`src/design/bec_pkg.sv`:
```
/*
 * Shared constants for the banked data-space and nonvolatile write control
 * pair: data-space addresses, field positions, reset values, timing counts,
 * and the command registers of the core-side controller.
 * Assumes an 8-bit data space with 8-bit addresses and one system clock.
 */
package bec_pkg;

    // Data-space map of the device
    localparam logic [7:0] BANK_SEL_ADDR = 8'he8;
    localparam logic [7:0] NVM_CTL_ADDR = 8'hea;
    localparam logic [1:0] BANK_REGION_TOP = 2'h0; // Address bits 7:6

    // Bank select codes
    localparam logic [7:0] SEL_NONE = 8'h00;
    localparam logic [7:0] SEL_NVM = 8'h01;
    localparam logic [7:0] SEL_RAM2 = 8'h10;
    localparam int RAM2_SEL_BIT = 4;
    localparam int NVM_SEL_BIT = 0;

    // Field positions of the nonvolatile control register
    localparam int CTL_ENA_BIT = 0;
    localparam int CTL_BUSY_BIT = 1;
    localparam int CTL_ROWMODE_BIT = 2;
    localparam int CTL_START_BIT = 3;
    localparam int CTL_STBY_BIT = 6;

    // Reset values
    localparam logic [7:0] BANK_RESET = 8'h00;
    localparam logic [7:0] CTL_RESET = 8'h00;

    // Geometry
    localparam int PAGE_BYTES = 64;
    localparam int ROW_BYTES = 8;

    // Programming cycle length in system clocks
    localparam int unsigned PROG_CYCLES = 500;

    // Controller register offsets
    localparam logic [2:0] H_ADDR = 3'h0;
    localparam logic [2:0] H_DATA = 3'h1;
    localparam logic [2:0] H_CMD = 3'h2;
    localparam logic [2:0] H_STATUS = 3'h3;
    localparam logic [2:0] H_RDATA = 3'h4;
    localparam logic [2:0] H_BANK_IMG = 3'h5;
    localparam logic [2:0] H_CTL_IMG = 3'h6;

    // Controller command and status bits
    localparam int CMD_RD_BIT = 0;
    localparam int CMD_WR_BIT = 1;
    localparam int ST_PEND_BIT = 0;
    localparam int ST_DONE_BIT = 1;
    localparam int ST_REFUSED_BIT = 2;

    typedef enum logic [1:0]
    {
        BEC_IDLE = 2'b00,
        BEC_ISSUE = 2'b01,
        BEC_CAPT = 2'b10
    } bec_host_state_e;

endpackage

```
`src/design/bec_bus_if.sv`:
```
/*
 * Data-space bus between the processor core end and the banked memory
 * device end. Write and read strobes last one cycle; read data stand in
 * the cycle after the read strobe. Both ends share one clock.
 */
interface bec_bus_if;
    logic [7:0] addr;
    logic [7:0] wdata;
    logic wr;
    logic rd;
    logic [7:0] rdata;

    modport dev
    (
        input addr,
        input wdata,
        input wr,
        input rd,
        output rdata
    );

    modport host
    (
        output addr,
        output wdata,
        output wr,
        output rd,
        input rdata
    );
endinterface

```
`src/design/bec_nvm_dev.sv`:
```
/*
 * Device end: bank select register, second RAM page, nonvolatile page with
 * byte and row programming, control register and busy timer.
 * Assumes a core on the same clock driving one-cycle strobes on the bus.
 */
module bec_nvm_dev
#(
    parameter int unsigned PROG_CYCLES = bec_pkg::PROG_CYCLES
)
(
    input wire logic clk_sys_in,
    input wire logic sys_rst_in,
    input wire logic clk_en_in,
    bec_bus_if.dev bus,
    output logic nvm_busy_out,
    output logic nvm_standby_out,
    output logic [7:0] bank_select_out
);

    localparam logic [15:0] PROG_LAST = 16'(PROG_CYCLES - 1);

    logic [7:0] bank_select_reg;
    logic standby_reg;
    logic prog_en_reg;
    logic row_mode_reg;
    logic row_start_reg;
    logic busy_reg;
    logic [15:0] prog_cnt_reg;
    logic row_cycle_reg;
    logic [5:0] byte_addr_reg;
    logic [7:0] byte_data_reg;
    logic row_held_reg;
    logic [2:0] row_addr_reg;
    logic [7:0] row_mask_reg;
    logic [7:0] row_latch_reg [bec_pkg::ROW_BYTES];
    logic [7:0] ram_reg [bec_pkg::PAGE_BYTES];
    logic [7:0] nvm_reg [bec_pkg::PAGE_BYTES];
    logic [7:0] rdata_reg;

    logic in_bank;
    logic ram_sel;
    logic nvm_sel;
    logic nvm_live;
    logic wr_ram;
    logic wr_nvm;
    logic wr_ctl;
    logic byte_go;
    logic start_go;
    logic row_enter;
    logic row_quit;
    logic row_load;
    logic prog_done;
    logic [5:0] offs;

    // Address decode and page selection
    assign offs = bus.addr[5:0];
    assign in_bank = bus.addr[7:6] == bec_pkg::BANK_REGION_TOP;
    // Only the exact codes map; mixed codes map nothing
    assign ram_sel = bank_select_reg == bec_pkg::SEL_RAM2;
    assign nvm_sel = bank_select_reg == bec_pkg::SEL_NVM;
    assign nvm_live = nvm_sel && !standby_reg && !busy_reg;
    assign wr_ram = bus.wr && in_bank && ram_sel;
    assign wr_nvm = bus.wr && in_bank && nvm_live;
    assign wr_ctl = bus.wr && bus.addr == bec_pkg::NVM_CTL_ADDR
        && !busy_reg;

    // Write classification
    assign byte_go = wr_nvm && prog_en_reg && !row_mode_reg;
    assign row_load = wr_nvm && row_mode_reg
        && (!row_held_reg || offs[5:3] == row_addr_reg);
    assign start_go = wr_ctl && bus.wdata[bec_pkg::CTL_START_BIT]
        && bus.wdata[bec_pkg::CTL_ENA_BIT]
        && bus.wdata[bec_pkg::CTL_ROWMODE_BIT] && row_mode_reg;
    assign row_enter = wr_ctl && bus.wdata[bec_pkg::CTL_ROWMODE_BIT]
        && !row_mode_reg;
    assign row_quit = wr_ctl && !bus.wdata[bec_pkg::CTL_ROWMODE_BIT];
    assign prog_done = busy_reg && prog_cnt_reg == 16'h0000;

    // Bank select: written only by an explicit store
    always_ff @(posedge clk_sys_in)
    begin
        if (sys_rst_in)
            bank_select_reg <= bec_pkg::BANK_RESET;
        else if (clk_en_in && bus.wr
            && bus.addr == bec_pkg::BANK_SEL_ADDR)
            bank_select_reg <= bus.wdata;
    end

    // Control bits; reserved bits are not stored
    always_ff @(posedge clk_sys_in)
    begin
        if (sys_rst_in)
        begin
            standby_reg <= bec_pkg::CTL_RESET[bec_pkg::CTL_STBY_BIT];
            prog_en_reg <= bec_pkg::CTL_RESET[bec_pkg::CTL_ENA_BIT];
            row_mode_reg <= bec_pkg::CTL_RESET[bec_pkg::CTL_ROWMODE_BIT];
            row_start_reg <= bec_pkg::CTL_RESET[bec_pkg::CTL_START_BIT];
        end
        else if (clk_en_in)
        begin
            if (prog_done && row_start_reg)
            begin
                row_mode_reg <= 1'b0;
                row_start_reg <= 1'b0;
            end
            else if (wr_ctl)
            begin
                standby_reg <= bus.wdata[bec_pkg::CTL_STBY_BIT];
                prog_en_reg <= bus.wdata[bec_pkg::CTL_ENA_BIT];
                row_mode_reg <= bus.wdata[bec_pkg::CTL_ROWMODE_BIT];
                row_start_reg <= start_go;
            end
        end
    end

    // Programming timer; busy stands for the whole cycle
    always_ff @(posedge clk_sys_in)
    begin
        if (sys_rst_in)
        begin
            busy_reg <= 1'b0;
            prog_cnt_reg <= 16'h0000;
            row_cycle_reg <= 1'b0;
        end
        else if (clk_en_in)
        begin
            if (byte_go || start_go)
            begin
                busy_reg <= 1'b1;
                prog_cnt_reg <= PROG_LAST;
                row_cycle_reg <= start_go;
            end
            else if (prog_done)
                busy_reg <= 1'b0;
            else if (busy_reg)
                prog_cnt_reg <= prog_cnt_reg - 16'h0001;
        end
    end

    // Byte held for programming at the end of the cycle
    always_ff @(posedge clk_sys_in)
    begin
        if (sys_rst_in)
        begin
            byte_addr_reg <= 6'h00;
            byte_data_reg <= 8'h00;
        end
        else if (clk_en_in && byte_go)
        begin
            byte_addr_reg <= offs;
            byte_data_reg <= bus.wdata;
        end
    end

    // Row address capture on the first load after entry
    always_ff @(posedge clk_sys_in)
    begin
        if (sys_rst_in)
        begin
            row_held_reg <= 1'b0;
            row_addr_reg <= 3'h0;
        end
        else if (clk_en_in)
        begin
            if (row_enter || row_quit || prog_done)
                row_held_reg <= 1'b0;
            else if (row_load && !row_held_reg)
            begin
                row_held_reg <= 1'b1;
                row_addr_reg <= offs[5:3];
            end
        end
    end

    // Volatile row latches, one per byte of a row
    for (genvar i = 0; i < bec_pkg::ROW_BYTES; i++)
    begin : g_row
        always_ff @(posedge clk_sys_in)
        begin
            if (sys_rst_in)
            begin
                row_latch_reg[i] <= 8'h00;
                row_mask_reg[i] <= 1'b0;
            end
            else if (clk_en_in)
            begin
                if (row_enter)
                begin
                    row_latch_reg[i] <= 8'h00;
                    row_mask_reg[i] <= 1'b0;
                end
                else if (row_quit || (prog_done && row_cycle_reg))
                    row_mask_reg[i] <= 1'b0;
                else if (row_load && offs[2:0] == 3'(i))
                begin
                    row_latch_reg[i] <= bus.wdata;
                    row_mask_reg[i] <= 1'b1;
                end
            end
        end
    end

    // Page storage; the arrays carry no reset, contents survive a reset
    for (genvar i = 0; i < bec_pkg::PAGE_BYTES; i++)
    begin : g_page
        always_ff @(posedge clk_sys_in)
        begin
            if (clk_en_in && wr_ram && offs == 6'(i))
                ram_reg[i] <= bus.wdata;
        end

        always_ff @(posedge clk_sys_in)
        begin
            if (clk_en_in && prog_done)
            begin
                if (row_cycle_reg)
                begin
                    if (row_mask_reg[i % 8] && row_addr_reg == 3'(i / 8))
                        nvm_reg[i] <= row_latch_reg[i % 8];
                end
                else if (byte_addr_reg == 6'(i))
                    nvm_reg[i] <= byte_data_reg;
            end
        end
    end

    // Read data, one cycle after the strobe and zero otherwise
    always_ff @(posedge clk_sys_in)
    begin
        if (sys_rst_in)
            rdata_reg <= 8'h00;
        else if (clk_en_in)
        begin
            rdata_reg <= 8'h00;
            if (bus.rd && in_bank && ram_sel)
                rdata_reg <= ram_reg[offs];
            else if (bus.rd && in_bank && nvm_live)
                rdata_reg <= nvm_reg[offs];
            else if (bus.rd && bus.addr == bec_pkg::NVM_CTL_ADDR)
                rdata_reg[bec_pkg::CTL_BUSY_BIT] <= busy_reg;
        end
    end

    assign bus.rdata = rdata_reg;
    assign nvm_busy_out = busy_reg;
    assign nvm_standby_out = standby_reg;
    assign bank_select_out = bank_select_reg;

endmodule

```
`src/flat_wrapper.sv`:
```
// flat-port wrapper written by rule: the top's interface ports become plain ports
module bec_nvm_dev_flat 
#(
    parameter int unsigned PROG_CYCLES = bec_pkg::PROG_CYCLES
)
  (clk_sys_in, sys_rst_in, clk_en_in, nvm_busy_out, nvm_standby_out, bank_select_out, bus_addr, bus_wdata, bus_wr, bus_rd, bus_rdata);
  bec_bus_if bus_i ();
  input wire logic clk_sys_in;
  input wire logic sys_rst_in;
  input wire logic clk_en_in;
  output logic nvm_busy_out;
  output logic nvm_standby_out;
  output logic [7:0] bank_select_out;
  input wire logic [$bits(bus_i.addr)-1:0] bus_addr;
  input wire logic [$bits(bus_i.wdata)-1:0] bus_wdata;
  input wire logic [$bits(bus_i.wr)-1:0] bus_wr;
  input wire logic [$bits(bus_i.rd)-1:0] bus_rd;
  output wire logic [$bits(bus_i.rdata)-1:0] bus_rdata;
  assign bus_i.addr = bus_addr;
  assign bus_i.wdata = bus_wdata;
  assign bus_i.wr = bus_wr;
  assign bus_i.rd = bus_rd;
  assign bus_rdata = bus_i.rdata;
  bec_nvm_dev #(.PROG_CYCLES(PROG_CYCLES)) u_core (.clk_sys_in(clk_sys_in), .sys_rst_in(sys_rst_in), .clk_en_in(clk_en_in), .bus(bus_i), .nvm_busy_out(nvm_busy_out), .nvm_standby_out(nvm_standby_out), .bank_select_out(bank_select_out));
endmodule
```
`config.mk`:
```
export PLATFORM = sky130hd
export DESIGN_NAME = bec_nvm_dev_flat
export DESIGN_NICKNAME = d
export VERILOG_FILES = /design/src/design/bec_pkg.sv /design/src/design/bec_bus_if.sv /design/src/design/bec_nvm_dev.sv /design/src/flat_wrapper.sv
export SDC_FILE = /design/constraint.sdc
export NUM_CORES = 2
export LEC_CHECK = 0
export ABC_AREA = 1
export ABC_CLOCK_PERIOD_IN_PS = 4480
export BUFFER_PORTS_ARGS = -buffer_cell sky130_fd_sc_hd__buf_2
export CAP_MARGIN = 40
export CORE_MARGIN = 5
export CORE_UTILIZATION = 30
export DETAILED_ROUTE_END_ITERATION = 16
export GPL_TIMING_DRIVEN = 0
export PLACE_DENSITY_LB_ADDON = 0.05
export SLEW_MARGIN = 20
export SYNTH_ARGS = -nofsm -noshare
export SYNTH_HDL_FRONTEND = slang
export SYNTH_SLANG_ARGS = --single-unit
```
`constraint.sdc`:
```
create_clock -name clk_sys_in -period 4.48 [get_ports clk_sys_in]
set_input_delay 0.896 -clock clk_sys_in [delete_from_list [all_inputs] [get_ports clk_sys_in]]
set_output_delay 0.896 -clock clk_sys_in [all_outputs]
set_load 0.03 [all_outputs]
```
==> key figures <==
Timing
  – Slew @ Worst Pin: ~0.94 ns
  – Pins Over Slew Limit: 0
  – Final worst slack: between 0.3 and 0.4 ns
  – Max Clk Rate: 245 MHz
  – Rel. slew slack: around 37%
  – Worst hold slack: 0.454 ns
  – Hold Vio Cnt, Final: 0
  – Period utilization: approximately nine tenths
  – Fin Setup TNS: 0 ns
  – RSZ-0062 raised after global routing: false
  – Finish-stage setup viols: 0
  – Fin Clk Skew: around 0.016 ns
  – Min Tclk post-route: between 4 and 5 ns

Floorplanning
  – Initial Util: between 30 and 40%
  – Die Footprint: around 0.18 mm^2
  – Core Rows: approximately 150
  – Chip height: 430 um
  – Io pins: 39
  – Core ar.: ~0.18 mm^2
  – Die Width: roughly 430 um

Pwr
  – Switching pwr: about 6500 uW
  – Sw Share: between 20% and 30%
  – Gate power share: between 7 and 8%
  – Internal Power: about 18,000 uW
  – VDD IR max: about 0.00035 V
  – LEAKAGE: ~0.024 uW
  – PD cells: ~400 mW/mm^2
  – Sequential Power Share: roughly 47%
  – Clock share of power: approximately 45%
  – Overall Power: 24,900 uW

Worst setup path
  – WS Path Type: in -> reg
  – CP startpoint: bus_addr[0]
  – Worst EP arrival: approximately 4.5 ns
  – Most common cell on crit path: buf_2
  – FF-to-FF path depth: 7
  – Critical path cell sequence: buf_6 > inv_4 > nor2_8 > buf_2 > buf_2 > inv_1 > nor2_1 > buf_4 > nand2_1 > nor2_2
  – Setup crit start kind: input port
  – CP Max Fanout: 10
  – CP endpoint kind: register
  – WP depth: 10
  – CP max stage delay: 0.70 ns
  – Cell family with most CP delay: buffers and inverters
  – Slowest-stage cell, CP: nor2_2
  – Critical Path RT: just under 5 ns
  – WP buf/inv: 6
  – Reg2reg start: u_core.row_cycle_reg$_SDFFE_PP0P_

Logic synthesis
  – Cell count after synthesis: between 5,000 and 6,000
  – Largest family of logic cells by synthesized area: simple AND/OR/NAND/NOR gates
  – Sequential share of the synthesized area: between 60% and 70%
  – Compound-Gate Fraction of Synth Area: 6.81%
  – Mapped cell area: approximately 0.053 mm^2
  – Net Count, Synth: ~5,500
  – Post-Synth Simple-Gate Area: 24.4%
  – Post-synthesis adder-cell area fraction: less than 1%
  – FF+latch count, synth: 1,152
  – Post-synthesis mux area share: 0%
  – Asr flop ratio synth: 0%
  – Synth Flop Type: edfxtp_1
  – Mean Syn Cell Area: a little under 10 um^2
  – EDFF count, synth: around 1,100
  – Cell variety after synth: 44
  – Synth warnings: 0
  – XOR/XNOR Fraction of Synth Area: 0.182%

GRT
  – GR Util All Layers: 32.1%
  – GRT overflow: 0
  – Antenna violations before repair: 30
  – Vias in the first global route: around 42,000
  – Largest net degree at the start of global routing: 48
  – First-pass GRT wire length: between 300,000 and 400,000 um

Hold path
  – Hold Crit Depth: 2
  – Worst hold-check path type: reg -> reg
  – Hold_sp: u_core.row_mask_reg[4]$_SDFFE_PP0P_

Place
  – Cells after DPL: around 8,000
  – I/O Buffers: 32
  – Worst slack, placed: -0.259 ns
  – HPWL after DPL: 225,000 um
  – GP Congestion: 1.03

Routing
  – Via count: approximately 45,000
  – DR WL/cell: approximately 37 um
  – Via-to-Cell Ratio: 5.41
  – Final WL: between 300,000 and 400,000 um
  – Post-route ant nets: 0
  – TritonRoute pass-1 iters: 8
  – DRC: 0
  – Initial DRC Count: between 5,000 and 6,000

Clocking
  – Clock Latency Late Sink: approximately 0.8 ns
  – CTS H-tree lvls: 4
  – TritonCTS clock tree: yes
  – Post-CTS Hold Buffers: 0
  – Clk sink count: roughly 1,200
  – CTS max path bufs: 3
  – Worst-path clk slew: about 0.06 ns
  – Setup Buffers After CTS: 0
  – CTS buffer count: roughly 140
  – Clock tree root buffer cell: clkbuf_16
  – # resized after CTS: 0

Layout
  – Cell Count, Final, Fillers Out: 8,255
  – Layout cell share with drive strength beyond 1: 13.9%
  – Final nets: 5,822
  – Area delta synth->final: 18.5%

Run
  – Max-Cap Viols: 0

Run status
  – Status: finished, final reports clean
tightest hold or removal path, stage by stage (launching register included):
cell	delay, ns
dfxtp_1	0.31
inv_1	0.05
a21oi_1	0.05
layout make-up:
type | instances | area (um^2)
fill | 18007 | 113000
clock inverter | 69 | 556
timing repair buffer | 220 | 2300
clock buffer | 182 | 3760
antenna | 8 | 20.0
inverter | 97 | 369
sequential | 1152 | 34000
multi-input combinational | 3800 | 16800
tap | 2340 | 2930
buffer | 387 | 2090
metrics by stage:
| stage | area, um^2 | util [%] |
|---|---|---|
| 6_report | 62700 | 35.7 |
| 4_1_cts | 62600 | 35.6 |
| 3_5_place_dp | 58300 | 33.1 |
| 5_1_grt | 62700 | 35.7 |
| 2_1_floorplan | 52900 | - |
| 3_3_place_gp | 56000 | 31.8 |
per-layer routing:
layer / wire [um] / vias to the layer above / GRT usage [%]
li1: - / 19254 / -
met3: 24800 / 662 / 6.37
met4: 19300 / 6 / 16.7
met2: 141000 / 2519 / 52.1
met1: 120000 / 22193 / 40.6
met5: 41 / - / 0
path summary, 6_finish.rpt:
kind / slack [ns] / end
worst min-delay path: 0.45 / u_core.row_mask_reg[4]$_SDFFE_PP0P_
worst max-delay path: 0.39 / u_core.ram_reg[5][0]$_DFFE_PP_
worst max register to register: 0.81 / u_core.nvm_reg[31][5]$_DFFE_PP_
worst min register to register: 0.45 / u_core.row_mask_reg[4]$_SDFFE_PP0P_
cells by family (layout without fill, tap and decap cells):
family          Yosys count  after routing
fa+ha+maj                 2              2
buf+inv                 484            955
flops                  1152           1152
simple gates           3085           3085
xor+xnor                 11             11
compound gates          702            702
other cells               0              8
cell usage in the layout (no fill, tap or decap), drive strengths merged:
cell | synthesis | routed
clkinvlp | 0 | 3
or2 | 2 | 2
nand3b | 4 | 4
bufinv | 0 | 5
nor3b | 1 | 1
nor4 | 2 | 2
clkinv | 7 | 59
xor2 | 8 | 8
clkbuf | 148 | 332
a21oi | 57 | 57
dfxtp | 64 | 64
ha | 2 | 2
diode | 0 | 8
a211oi | 15 | 15
a31oi | 2 | 2
xnor2 | 3 | 3
nand3 | 46 | 46
nand4 | 221 | 221
o21bai | 1 | 1
edfxtp | 1088 | 1088
o31ai | 2 | 2
nor3 | 80 | 80
nor2 | 390 | 390
nand2 | 2337 | 2337
buf | 239 | 457
and2 | 2 | 2
a21boi | 1 | 1
o21ai | 624 | 624
inv | 90 | 99
cell usage after synthesis (11+ instances only):
cell	count	area [um^2]
a21oi_1	57	285
nand3_1	44	220
o21ai_2	11	96.3
o21ai_1	509	2550
buf_6	36	405
a211oi_1	15	113
clkbuf_1	148	556
buf_2	121	606
nand2_2	18	113
nand2_4	49	552
nor3_1	76	380
dfxtp_1	64	1280
nand4_1	213	1330
inv_1	80	300
nand2_1	2270	8520
nor2_1	379	1420
buf_1	70	263
o21ai_0	104	521
edfxtp_1	1088	32700
power groups by stage:
stage | registers [uW] | logic (uW) | clock network (uW)
finish | 11800 | 1930 | 11200
global route | 11800 | 1960 | 11700
CTS | 11800 | 1890 | 11300
detailed placement | 12000 | 1880 | 0
global placement | 12000 | 1800 | 0
floorplan | 12000 | 702 | 0
No activity file was read; power rests on OpenSTA's default activity.
